### config.mk
export PLATFORM = sky130hd
export DESIGN_NAME = lin_capable_async_serial
export DESIGN_NICKNAME = d
export VERILOG_FILES = /design/src/serial_pkg.sv /design/src/lin_capable_async_serial.sv
export VERILOG_INCLUDE_DIRS = /design/src
export SDC_FILE = /design/constraint.sdc
export NUM_CORES = 1
export LEC_CHECK = 0
export BUFFER_PORTS_ARGS = -buffer_cell sky130_fd_sc_hd__buf_2
export CAP_MARGIN = 20
export CORE_UTILIZATION = 53
export DETAILED_ROUTE_END_ITERATION = 16
export PLACE_DENSITY = 0.71
export REMOVE_ABC_BUFFERS = 1
export SETUP_SLACK_MARGIN = 0.5
export SYNTH_ARGS = -nofsm -noshare
export SYNTH_HDL_FRONTEND = slang
export SYNTH_SLANG_ARGS = --single-unit
### constraint.sdc
create_clock -name clk -period 5.1 [get_ports clk]
set_clock_uncertainty 0.15 [all_clocks]
set_input_delay 0.255 -clock clk [delete_from_list [all_inputs] [get_ports clk]]
set_output_delay 0.255 -clock clk [all_outputs]
set_load 0.02 [all_outputs]
### src/serial_defs.svh
// Offsets, field positions, reset values and timing counts of the serial unit
// Summary of operation
// Characters are seven or eight data bits, both directions, chosen by software.
// Bit rates up to 625 kbps are reachable from the system clock.
// An eight-bit programmable divider sets the bit time.
// Transmitter and receiver run independently, full duplex.
// Characters shift out and in MSB first or LSB first.
// Inversion flips only the transmit pin; the receive input is never inverted.
// Hardware sends a break of 13 to 20 low bits, set by a 3-bit field.
// Eleven or more low bits is a valid break and pulses; shorter is an error.
// During break reception no error checks, no buffer load, shifter stays FFH.
// The transmit-done pulse follows every character and every sent break.
// A stopped clock freezes all state; software re-enables with cleared enables.
// Software sets power enable before transmit or receive enable.
// Enables are resynchronised to the base clock; re-set after two base clocks.
// Software waits one base clock after transmit enable before the first write.
// Back-to-back characters get two extra base clocks between stop and start.
// Software does not use back-to-back transmission on a LIN bus.
// Software sends a wakeup as one character of 80H in eight-bit mode.
// Software spaces the LIN frame fields itself.
// Software measures the sync field, disables the unit and reprograms the divider.
// Software reinitialises and re-arms break reception after the checksum.
// Two route bits copy the receive input to interrupt and capture outputs.
// Seven-bit data: LSB-first in bits 0-6, MSB-first in bits 1-7, other bit 0.
// On overrun the receive buffer keeps its old character.
// A write to the transmit buffer starts transmission of that character.
// Clearing power enable stops the base clock and resets the serial logic.
// Frames have one low start and a high stop; receiver resyncs on start.
`ifndef SERIAL_DEFS_SVH
`define SERIAL_DEFS_SVH

// Register byte offsets
`define OFS_MODE 8'h00
`define OFS_CTRL 8'h04
`define OFS_BAUD 8'h08
`define OFS_CLKSEL 8'h0C
`define OFS_TXBUF 8'h10
`define OFS_RXBUF 8'h14
`define OFS_STATUS 8'h18
`define OFS_ROUTE 8'h1C

// Mode register fields
`define MODE_POWER 7
`define MODE_TXEN 6
`define MODE_RXEN 5
`define MODE_LEN8 2
// Control register fields
`define CTRL_BRK_ARM 7
`define CTRL_BRK_SEND 6
`define CTRL_BRK_LEN_HI 4
`define CTRL_BRK_LEN_LO 2
`define CTRL_MSB_FIRST 1
`define CTRL_TX_INV 0
// Status register fields
`define ST_TX_BUSY 0
`define ST_TXBUF_FULL 1
`define ST_RX_VALID 2
`define ST_BRK_OK 4
`define ST_BRK_ERR 5
`define ST_OVERRUN 6
`define ST_FRAMING 7
// Route register fields
`define ROUTE_IRQ 0
`define ROUTE_TIMER 1

// Reset values
`define RST_MODE 8'h04
`define RST_BAUD 8'hFF
`define RST_BUF 8'hFF

// Timing
`define CLK_MHZ 200
`define MAX_RATE_KBPS 625
`define MIN_BIT_CLKS ((`CLK_MHZ * 1000) / `MAX_RATE_KBPS)
`define BRK_BASE_BITS 5'h0D
`define BRK_VALID_BITS 5'h0B
`define GAP_TICKS 8'h02

`endif

### src/serial_pkg.sv
// Types shared by the serial unit
package serial_pkg;

    typedef enum logic [2:0] {
        TX_IDLE, TX_BREAK, TX_START, TX_DATA, TX_STOP, TX_GAP
    } tx_state_t;

    typedef enum logic [1:0] {
        RX_IDLE, RX_START, RX_DATA, RX_STOP
    } rx_state_t;

    typedef struct packed {
        logic [7:0] mode;
        logic [7:0] ctrl;
        logic [7:0] baud;
        logic [2:0] clksel;
        logic [1:0] route;
        logic [7:0] txbuf;
        logic [7:0] rxbuf;
        logic txbuf_full;
        logic rx_valid;
        logic ovr;
        logic fe;
        logic brk_ok;
        logic brk_err;
        logic tx_en_s;
        logic rx_en_s;
        logic [7:0] pre_cnt;
        logic base_tick;
        tx_state_t tx_st;
        logic [7:0] tx_tick;
        logic [4:0] tx_bits;
        logic [7:0] tx_sh;
        logic tx_line;
        logic tx_pin;
        logic tx_done;
        rx_state_t rx_st;
        logic [7:0] rx_tick;
        logic [4:0] rx_bits;
        logic [7:0] rx_sh;
        logic [2:0] rx_sync;
        logic rx_filt;
        logic rx_done;
        logic brk_pulse;
        logic [7:0] addr;
        logic wr_pend;
        logic [31:0] rdata;
    } state_t;

endpackage

### src/lin_capable_async_serial.sv
// Asynchronous serial unit with LIN break support and an AHB-Lite slave
`timescale 1ns/1ps
`include "serial_defs.svh"

module lin_capable_async_serial (
    // Clock and reset
    input wire logic clk,
    input wire logic rst_n,
    // AHB-Lite slave
    input wire logic hsel,
    input wire logic [31:0] haddr,
    input wire logic [1:0] htrans,
    input wire logic hwrite,
    input wire logic [2:0] hsize,
    input wire logic [31:0] hwdata,
    input wire logic hready,
    output logic hreadyout,
    output logic hresp,
    output logic [31:0] hrdata,
    // Clock supply stopped by the system
    input wire logic clock_stop,
    // Serial line
    input wire logic serial_rx_pin,
    output logic serial_tx_pin,
    // Event pulses
    output logic tx_done_interrupt,
    output logic rx_done_interrupt,
    output logic break_interrupt,
    // Receive input routed to other peripherals
    output logic external_edge_interrupt,
    output logic timer_capture_input
);

    logic [1:0] rst_sync_q;
    logic rst_i;
    serial_pkg::state_t st_q;
    serial_pkg::state_t st_d;
    logic acc;
    logic [4:0] last_bit;
    logic [4:0] brk_last;
    logic tx_bit_end;
    logic rx_full_end;

    function automatic logic [7:0] rd_mux(input serial_pkg::state_t s,
                                          input logic [7:0] a);
        logic [7:0] v;
        v = 8'h00;
        if (a == `OFS_MODE) begin
            v = s.mode;
        end else if (a == `OFS_CTRL) begin
            v = s.ctrl;
        end else if (a == `OFS_BAUD) begin
            v = s.baud;
        end else if (a == `OFS_CLKSEL) begin
            v = {5'h00, s.clksel};
        end else if (a == `OFS_TXBUF) begin
            v = s.txbuf;
        end else if (a == `OFS_RXBUF) begin
            v = s.rxbuf;
        end else if (a == `OFS_STATUS) begin
            v = {s.fe, s.ovr, s.brk_err, s.brk_ok, 1'b0, s.rx_valid,
                 s.txbuf_full, s.tx_st != serial_pkg::TX_IDLE};
        end else if (a == `OFS_ROUTE) begin
            v = {6'h00, s.route};
        end
        return v;
    endfunction

    // Next transmit bit and shifted register, per bit order
    function automatic logic [8:0] tx_next(input logic [7:0] sh,
                                           input logic msb);
        return msb ? {sh[7], sh[6:0], 1'b0} : {sh[0], 1'b0, sh[7:1]};
    endfunction

    always_ff @(posedge clk or negedge rst_n) begin
        if (!rst_n) begin
            rst_sync_q <= 2'h0;
        end else begin
            rst_sync_q <= {rst_sync_q[0], 1'b1};
        end
    end
    assign rst_i = rst_sync_q[1];

    assign acc = hsel & htrans[1] & hready;
    assign last_bit = st_q.mode[`MODE_LEN8] ? 5'h07 : 5'h06;
    assign brk_last = `BRK_BASE_BITS - 5'h01
        + {2'h0, st_q.ctrl[`CTRL_BRK_LEN_HI:`CTRL_BRK_LEN_LO]};
    assign tx_bit_end = st_q.tx_tick == st_q.baud;
    assign rx_full_end = st_q.rx_tick == st_q.baud;

    always_comb begin
        st_d = st_q;
        st_d.tx_done = 1'b0;
        st_d.rx_done = 1'b0;
        st_d.brk_pulse = 1'b0;
        st_d.wr_pend = acc & hwrite;
        // Three-stage input; a level counts once the last two agree
        st_d.rx_sync = {st_q.rx_sync[1:0], serial_rx_pin};
        if (st_q.rx_sync[1] == st_q.rx_sync[2]) begin
            st_d.rx_filt = st_q.rx_sync[2];
        end
        if (acc) begin
            st_d.addr = haddr[7:0];
        end
        if (acc && !hwrite) begin
            st_d.rdata = {24'h000000, rd_mux(st_q, haddr[7:0])};
            if (haddr[7:0] == `OFS_RXBUF) begin
                st_d.rx_valid = 1'b0;
            end
        end
        if (st_q.wr_pend) begin
            if (st_q.addr == `OFS_MODE) begin
                st_d.mode = hwdata[7:0];
            end else if (st_q.addr == `OFS_CTRL) begin
                st_d.ctrl = hwdata[7:0] & 8'h3F;
                if (hwdata[`CTRL_BRK_SEND]) begin
                    st_d.ctrl[`CTRL_BRK_SEND] = 1'b1;
                end
                st_d.ctrl[`CTRL_BRK_ARM] = st_q.ctrl[`CTRL_BRK_ARM]
                    | hwdata[`CTRL_BRK_ARM];
                if (hwdata[`CTRL_BRK_ARM]) begin
                    st_d.rx_sh = `RST_BUF;
                end
            end else if (st_q.addr == `OFS_BAUD) begin
                st_d.baud = hwdata[7:0];
            end else if (st_q.addr == `OFS_CLKSEL) begin
                st_d.clksel = hwdata[2:0];
            end else if (st_q.addr == `OFS_TXBUF) begin
                st_d.txbuf = hwdata[7:0];
                st_d.txbuf_full = 1'b1;
            end else if (st_q.addr == `OFS_STATUS) begin
                // Write one to clear; a same-cycle hardware set wins below
                if (hwdata[`ST_BRK_OK]) st_d.brk_ok = 1'b0;
                if (hwdata[`ST_BRK_ERR]) st_d.brk_err = 1'b0;
                if (hwdata[`ST_OVERRUN]) st_d.ovr = 1'b0;
                if (hwdata[`ST_FRAMING]) st_d.fe = 1'b0;
            end else if (st_q.addr == `OFS_ROUTE) begin
                st_d.route = hwdata[1:0];
            end
        end
        // Base clock: power-of-two prescale feeding the bit divider
        st_d.pre_cnt = st_q.pre_cnt + 8'h01;
        st_d.base_tick = ((st_q.pre_cnt & ((8'h01 << st_q.clksel) - 8'h01))
            == ((8'h01 << st_q.clksel) - 8'h01));
        if (st_q.base_tick) begin
            st_d.tx_en_s = st_q.mode[`MODE_TXEN];
            st_d.rx_en_s = st_q.mode[`MODE_RXEN];
        end
        // Transmitter, stepped by the base clock
        if (st_q.base_tick && st_q.tx_en_s) begin
            st_d.tx_tick = tx_bit_end ? 8'h00 : st_q.tx_tick + 8'h01;
            case (st_q.tx_st)
                serial_pkg::TX_IDLE: begin
                    st_d.tx_tick = 8'h00;
                    st_d.tx_bits = 5'h00;
                    if (st_q.ctrl[`CTRL_BRK_SEND]) begin
                        st_d.ctrl[`CTRL_BRK_SEND] = 1'b0;
                        st_d.tx_st = serial_pkg::TX_BREAK;
                        st_d.tx_line = 1'b0;
                    end else if (st_q.txbuf_full) begin
                        st_d.tx_sh = st_q.txbuf;
                        st_d.txbuf_full = 1'b0;
                        st_d.tx_st = serial_pkg::TX_START;
                        st_d.tx_line = 1'b0;
                    end
                end
                serial_pkg::TX_BREAK: begin
                    if (tx_bit_end) begin
                        st_d.tx_bits = st_q.tx_bits + 5'h01;
                        if (st_q.tx_bits == brk_last) begin
                            st_d.tx_st = serial_pkg::TX_STOP;
                            st_d.tx_line = 1'b1;
                        end
                    end
                end
                serial_pkg::TX_START, serial_pkg::TX_DATA: begin
                    if (tx_bit_end) begin
                        if (st_q.tx_st == serial_pkg::TX_START) begin
                            st_d.tx_st = serial_pkg::TX_DATA;
                            st_d.tx_bits = 5'h00;
                        end else begin
                            st_d.tx_bits = st_q.tx_bits + 5'h01;
                        end
                        if (st_q.tx_st == serial_pkg::TX_DATA &&
                            st_q.tx_bits == last_bit) begin
                            st_d.tx_st = serial_pkg::TX_STOP;
                            st_d.tx_line = 1'b1;
                        end else begin

                            {st_d.tx_line, st_d.tx_sh} = tx_next(st_q.tx_sh,
                                st_q.ctrl[`CTRL_MSB_FIRST]);
                        end
                    end
                end
                serial_pkg::TX_STOP: begin
                    if (tx_bit_end) begin
                        st_d.tx_done = 1'b1;
                        st_d.tx_tick = 8'h00;
                        st_d.tx_st = st_q.txbuf_full ? serial_pkg::TX_GAP
                            : serial_pkg::TX_IDLE;
                    end
                end
                serial_pkg::TX_GAP: begin
                    // Idle then spends the second tick before the start bit
                    if (st_q.tx_tick == `GAP_TICKS - 8'h02) begin
                        st_d.tx_st = serial_pkg::TX_IDLE;
                    end
                end
                default: st_d.tx_st = serial_pkg::TX_IDLE;
            endcase
        end
        // Receiver, stepped by the base clock
        if (st_q.base_tick && st_q.rx_en_s) begin
            st_d.rx_tick = st_q.rx_tick + 8'h01;
            case (st_q.rx_st)
                serial_pkg::RX_IDLE: begin
                    st_d.rx_tick = 8'h00;
                    if (!st_q.rx_filt) begin
                        st_d.rx_st = serial_pkg::RX_START;
                    end
                end
                serial_pkg::RX_START: begin
                    if (st_q.rx_tick == {1'b0, st_q.baud[7:1]}) begin
                        st_d.rx_tick = 8'h00;
                        st_d.rx_bits = 5'h00;
                        st_d.rx_st = st_q.rx_filt ? serial_pkg::RX_IDLE
                            : serial_pkg::RX_DATA;
                    end
                end
                serial_pkg::RX_DATA: begin
                    if (rx_full_end) begin
                        st_d.rx_tick = 8'h00;
                        if (st_q.ctrl[`CTRL_BRK_ARM]) begin
                            // Low samples counted; start bit adds one
                            if (!st_q.rx_filt) begin
                                if (st_q.rx_bits != 5'h1F) begin
                                    st_d.rx_bits = st_q.rx_bits + 5'h01;
                                end
                            end else begin
                                st_d.rx_st = serial_pkg::RX_IDLE;
                                if (st_q.rx_bits
                                    >= `BRK_VALID_BITS - 5'h01) begin
                                    st_d.brk_pulse = 1'b1;
                                    st_d.brk_ok = 1'b1;
                                    st_d.ctrl[`CTRL_BRK_ARM] = 1'b0;
                                end else begin
                                    st_d.brk_err = 1'b1;
                                end
                            end
                        end else begin
                            st_d.rx_bits = st_q.rx_bits + 5'h01;
                            st_d.rx_sh = st_q.ctrl[`CTRL_MSB_FIRST]
                                ? {st_q.rx_sh[6:0], st_q.rx_filt}
                                : {st_q.rx_filt, st_q.rx_sh[7:1]};
                            if (st_q.rx_bits == last_bit) begin
                                st_d.rx_st = serial_pkg::RX_STOP;
                            end
                        end
                    end
                end
                serial_pkg::RX_STOP: begin
                    if (rx_full_end) begin
                        st_d.rx_st = serial_pkg::RX_IDLE;
                        st_d.rx_done = 1'b1;
                        if (!st_q.rx_filt) begin
                            st_d.fe = 1'b1;
                        end
                        if (st_q.rx_valid) begin
                            st_d.ovr = 1'b1;
                        end else begin
                            st_d.rx_valid = 1'b1;
                            if (st_q.mode[`MODE_LEN8]) begin
                                st_d.rxbuf = st_q.rx_sh;
                            end else if (st_q.ctrl[`CTRL_MSB_FIRST]) begin
                                st_d.rxbuf = {st_q.rx_sh[6:0], 1'b0};
                            end else begin
                                st_d.rxbuf = {1'b0, st_q.rx_sh[7:1]};
                            end
                        end
                    end
                end
                default: st_d.rx_st = serial_pkg::RX_IDLE;
            endcase
        end
        // A disabled path returns to idle with the line high
        if (!st_q.tx_en_s) begin
            st_d.tx_st = serial_pkg::TX_IDLE;
            st_d.tx_line = 1'b1;
        end
        if (!st_q.rx_en_s) begin
            st_d.rx_st = serial_pkg::RX_IDLE;
        end
        if (!st_q.mode[`MODE_POWER]) begin
            st_d.pre_cnt = 8'h00;
            st_d.base_tick = 1'b0;
            st_d.tx_en_s = 1'b0;
            st_d.rx_en_s = 1'b0;
            st_d.tx_st = serial_pkg::TX_IDLE;
            st_d.rx_st = serial_pkg::RX_IDLE;
            st_d.tx_line = 1'b1;
            st_d.txbuf_full = 1'b0;
            st_d.rx_valid = 1'b0;
            st_d.ovr = 1'b0;
            st_d.fe = 1'b0;
            st_d.brk_ok = 1'b0;
            st_d.brk_err = 1'b0;
        end
        st_d.tx_pin = st_d.tx_line ^ st_d.ctrl[`CTRL_TX_INV];
        if (clock_stop) begin
            st_d = st_q;
        end
    end

    always_ff @(posedge clk or negedge rst_i) begin
        if (!rst_i) begin
            st_q <= '0;
            st_q.mode <= `RST_MODE;
            st_q.baud <= `RST_BAUD;
            st_q.txbuf <= `RST_BUF;
            st_q.rxbuf <= `RST_BUF;
            st_q.rx_sh <= `RST_BUF;
            st_q.rx_sync <= 3'h7;
            st_q.rx_filt <= 1'b1;
            st_q.tx_line <= 1'b1;
            st_q.tx_pin <= 1'b1;
            st_q.tx_st <= serial_pkg::TX_IDLE;
            st_q.rx_st <= serial_pkg::RX_IDLE;
        end else begin
            st_q <= st_d;
        end
    end

    assign hreadyout = 1'b1;
    assign hresp = 1'b0;
    assign hrdata = st_q.rdata;
    assign serial_tx_pin = st_q.tx_pin;
    assign tx_done_interrupt = st_q.tx_done;
    assign rx_done_interrupt = st_q.rx_done;
    assign break_interrupt = st_q.brk_pulse;
    assign external_edge_interrupt = st_q.route[`ROUTE_IRQ]
        ? st_q.rx_filt : 1'b1;
    assign timer_capture_input = st_q.route[`ROUTE_TIMER]
        ? st_q.rx_filt : 1'b1;
endmodule // lin_capable_async_serial

======== Word-level counts from Yosys, hierarchy flattened ========
Index checks and enable logic that the tools add are counted.
word-level totals
  input bits .............................. 76
  register bits after elaboration ......... 137
  logic and storage cells ................. 286
  output and inout bits ................... 40
cells by class
  bitwise gates (word level) .............. 14
  eq/ne operators ......................... 55
  $lt $le $gt $ge ......................... 1
  $add $sub $neg .......................... 7
  shift-type cells ........................ 1
  multiplexer cells ....................... 138
  reduce and logical (&&, ||, !) cells .... 33
operator list
  cell                                                                    number
  8-bit 2-to-1 mux                                                        22
  29-bit 2-to-1 mux                                                       2
  8-bit by 5-bit equality test with 1-bit output (second input constant)  7
  1-bit 2-to-1 mux                                                        50
  23-bit 2-to-1 mux                                                       2
  3-bit 2-to-1 mux                                                        13
  2-bit 2-to-1 mux                                                        18
  4-bit inequality test (second input constant)                           9
  8-bit by 4-bit equality test with 1-bit output (second input constant)  4
  8-bit one-hot mux with 2 select lines                                   2
  5-bit 2-to-1 mux                                                        6
  4-bit 2-to-1 mux                                                        7
  25-bit 2-to-1 mux                                                       1
  5-bit inequality test (second input constant)                           5
  8-bit by 1-bit adder with 8-bit output (second input constant)          3
  8-bit equality test                                                     3
  8-bit zero test                                                         3
  8-bit one-hot mux with 3 select lines                                   1
  21-bit 2-to-1 mux                                                       1
  7-bit AND reduction                                                     3
  20-bit 2-to-1 mux                                                       1
  9-bit 2-to-1 mux                                                        2
  9-bit AND reduction                                                     2
  8-bit by 3-bit equality test with 1-bit output (second input constant)  2
  45 further kinds                                                        80

======== Logic depth before layout (Yosys ltp) ========
  depth after elaboration ................. 15
  gate-level depth with buffers ........... 10
  gate-level depth less buffers ........... 9

======== Least setup slack after synthesis ========
No wires, ideal clock.
  path type ............................... flip-flop to flip-flop
  from .................................... reg st_q[55] in the netlist's numbering
  to ...................................... reg st_q[58] in the netlist's numbering
  buffers on the path ..................... 0
  path slack .............................. 2.753 ns
  stages on the path, launching flop included .. 10
  arrival time ............................ 2.133 ns
  cells stage by stage .................... dfrtp_1 > ha_1 > and3_1 > ha_1 > o21a_1 > a21oi_1 > nand2_1 > o32a_1 > nor4_1 > a211o_1
on the way
  word-level cells in the longest chain between the ends .. 6
  elaborated cells between the ends (all ways) .. 9
ends and longest elaborated chain
  item                                    line                                                              source
  start: declaration                      lin_capable_async_serial.sv:36                                    serial_pkg::state_t st_q;
  start signal: assignment                lin_capable_async_serial.sv:329                                   st_q <= st_d;
  5-bit by 1-bit adder with 5-bit output  lin_capable_async_serial.sv:237, lin_capable_async_serial.sv:251
  5-bit 2-to-1 mux                        lin_capable_async_serial.sv:236                                   if (st_q.rx_bits != 5'h1F) begin
  5-bit 2-to-1 mux                        lin_capable_async_serial.sv:235                                   if (!st_q.rx_filt) begin
  5-bit 2-to-1 mux                        lin_capable_async_serial.sv:233                                   if (st_q.ctrl[`CTRL_BRK_ARM]) begin
  23-bit 2-to-1 mux                       lin_capable_async_serial.sv:231                                   if (rx_full_end) begin
  5-bit one-hot mux with 2 select lines   lin_capable_async_serial.sv:215                                   case (st_q.rx_st)
Parallel ways exist; a longest one is shown, timed or not. The select of a mux whose other input is x is not followed.
A chain may end at the register's enable or synchronous reset.

======== Worst setup path after layout ========
  from .................................... reg st_q[142] in the netlist's numbering
  to ...................................... reg st_q[95] in the netlist's numbering
on the way
  word-level cells in the longest chain between the ends .. 3
  elaborated cells between the ends (all ways) .. 5
ends and longest elaborated chain
  item                               line                            source
  8-bit equality test (*)            lin_capable_async_serial.sv:88  assign tx_bit_end = st_q.tx_tick == st_q.baud;
  4-bit inequality test (no line)    -
  9-bit AND reduction (no line) (*)  -
Mark *: on every way between the ends. The rest lies on a longest branch, timed or not.

==> results.toml <==
[clock_tree]
cts_tree = "yes"
ctsResizeCount = 0
cts.sinks = 136
root_buffer = "clkbuf_16"
clk_latency_ns = 0.42
clk_pin_slew_ns = 0.06
htree_levels = 4
cts_buffers = 17
clock_path_buffers = 2
post-cts-setup-buffer-count = 0

[logic_synthesis]
yosysWarnings = 0
yosys.area_share.adder = 0.01277
ys_types = 75
synth_enable_flop_cells = 0
synthSimpleGateAreaFrac = 0.1694
syn_inst = 812
yosysMostFrequentCell = "dfrtp_1"
postSynthAreaPerCell_um2 = 9.651
synth_area_mm2 = 0.007836
synth_top_area_cell = "dfrtp_1"
synth_top_area_share = 0.3098
synthXorXnorAreaFrac = 0.03896
synth_compound_area_frac = 0.1638
yosys_most_used_dff = "dfrtp_1"
yosys-top-cells-area = "dfrtp_1 (31%), dfstp_2 (13%), mux2_2 (8.2%), nand2_1 (4.5%), o21ai_0 (3.6%)"
synth_top_family_by_area = "simple AND/OR/NAND/NOR gates"
synth_mux_area_frac = 0.1106
async_reset_ff_frac = 1.000
yosysSeqAreaShare = 0.4405
synth_seq_cells = 136
synth_common_cells = "dfrtp_1 (97), nand2_1 (93), mux2_2 (57), o21ai_0 (57), a21oi_1 (53)"

[sta]
maxSlewViolCount = 0
final.setup.tns_ns = 0
worst_pin_slew_ns = 1.043
min_period_ns = 2.765
relSlewSlack = 0.3029
hold_ws_ns = 0.02266
setup_viol = 0
fmax_ghz = 0.3617
period_share = 0.5422
fin_ws_ns = 2.335
rsz0062_at_grt = "false"
hold_viol = 0

[global_route]
grt_start_max_net_pins = 85
grt.total_usage = 0.2652
grt_pass1_wl_mm = 30.47
grt-ovfl-total = 0
first_global_vias = 5923
antenna_found_initial = 0

[hold_path]
hold_class = "in -> reg"
hp-start = "haddr[0]"

[routing]
wirelength_mm = 18.77
drc_errors = 1
wl_per_cell_um = 18.18
dr.pass1.iters = 11
drtIter0Drc = 524
ant_nets = 0
dr_total_vias = 6221
vias_per_cell = 6.028

[placement]
gp_congestion = 0.8626
dp_hpwl_mm = 13.05
placed_area_mm2 = 0.007956
dpl_worst_slack_ns = 2.390
portBuffers = 37
placed_cells = 988

[power_and_ir_drop]
vdd_drop_max_mv = 0.2541
p_leak_nw = 3.791
p_total_mw = 2.648
powerDensity_mw_per_mm2 = 304.6

[die]
core_mm2 = 0.01448
die_w_um = 123.6
start_util = 0.5412
die_area_mm2 = 0.01528
die_y_um = 123.6
row_count = 44
ios = 116

[setup_path]
crit_arrival_ns = 2.92
crit_start = "st_q[142]"
cp.required_ns = 5.26
cp-end-kind = "flip-flop"
path_max_fanout = 11
startpoint_type = "flip-flop"
timing.rr.start = "st_q[142]"
critical_path_class = "reg -> reg"

[cells_and_area]
area_growth_pct = 10.92
finish.utilization = 0.6003
drive_above_1_share = 0.2311
final_cell_count_no_fill = 1032
antennaDiodeCount = 0
finalInstanceArea_mm2 = 0.008692
nets = 919

[run_status]
status = "finished with violations"
failed_checks = "DRC"

[job]
max_cap_viol_count = 0
layout by cell type, fill, tap and decap left out, drive strengths merged, types with 8 or more instances in the layout:
master / netlist / final
dfrtp: 97 / 97
nand2: 93 / 93
o21ai: 64 / 64
mux2: 58 / 58
a21oi: 54 / 54
nor2: 46 / 46
buf: 48 / 45
dfstp: 39 / 39
conb: 2 / 27
nor3: 24 / 24
clkbuf: 29 / 24
mux2i: 21 / 21
xnor2: 21 / 21
nand2b: 16 / 16
a22o: 16 / 16
nor2b: 13 / 13
xor2: 13 / 13
nand3: 13 / 13
inv: 10 / 13
dlygate4sd3: 0 / 11
nor4: 10 / 10
or3: 9 / 9
a31oi: 9 / 9
nand4: 8 / 8
ha: 8 / 8
final timing paths:
path,endpoint,cells past startpoint,slack [ns]
worst max-delay path,st_q[95],6,2.33
worst min-delay path,st_q[33],2,0.02
worst max register to register,st_q[95],6,2.33
worst min register to register,st_q[99],1,0.15
max in group asynchronous,st_q[122],2,3.98
min in group asynchronous,st_q[99],1,0.15
cells by family after synthesis:
logic type	Yosys count
and+or+nand+nor	265
AOI/OAI and AO/OA	200
DFF	136
buffers and inverters	88
muxes	79
xor gates and xnor gates	34
adders and majority gates	8
other	2
final cells by class:
| type | instances | area (um2) |
|---|---|---|
| Fill cell | 1212 | 5787 |
| Multi-Input combinational cell | 613 | 3991 |
| Sequential cell | 136 | 3456 |
| Clock buffer | 24 | 545.5 |
| Timing Repair Buffer | 56 | 375.4 |
| Tap cell | 184 | 230.2 |
| Clock inverter | 8 | 52.55 |
| Inverter | 11 | 41.29 |
flip-flops by register name, indices dropped and copies added (netlist names):
| signal | cells |
|---|---|
| serial_tx_pin | 1 |
| break_interrupt | 1 |
| rx_done_interrupt | 1 |
| tx_done_interrupt | 1 |
| hrdata | 8 |
| st_q | 122 |
| rst_sync_q | 2 |
power by group:
part           leakage, nW  internal (mW)  switching, mW
Sequential            1.74           1.14         0.0600
Clock                0.299          0.748          0.476
Combinational         1.76         0.0854          0.141
metal layers:
| metal | track usage | routed length [um] | share of wire | up-vias |
|---|---|---|---|---|
| met3 | 0.06456 | 1031 | 0.055 | 39 |
| met5 | 0 | 0 | 0 | - |
| met2 | 0.4090 | 8726 | 0.47 | 222 |
| met1 | 0.3588 | 8574 | 0.46 | 3050 |
| met4 | 0.1039 | 432 | 0.023 | 0 |
| li1 | - | - | - | 2910 |
critical path, cell delays in order (launching register included):
cell and delay [ns]:
dfstp_2 0.62, xnor2_1 0.15, nand4_1 0.14, nor2_1 0.59, o2111ai_1 0.24, a31oi_1 0.38, mux2_2 0.38
repair_timing:
| item | CTS | global route |
|---|---|---|
| endpoints found under the hold margin | 16 | 0 |
| endpoints found under the setup margin | 0 | 0 |
| hold buffers | 11 | 0 |
Note: power is estimated with default switching activity, not from simulation.
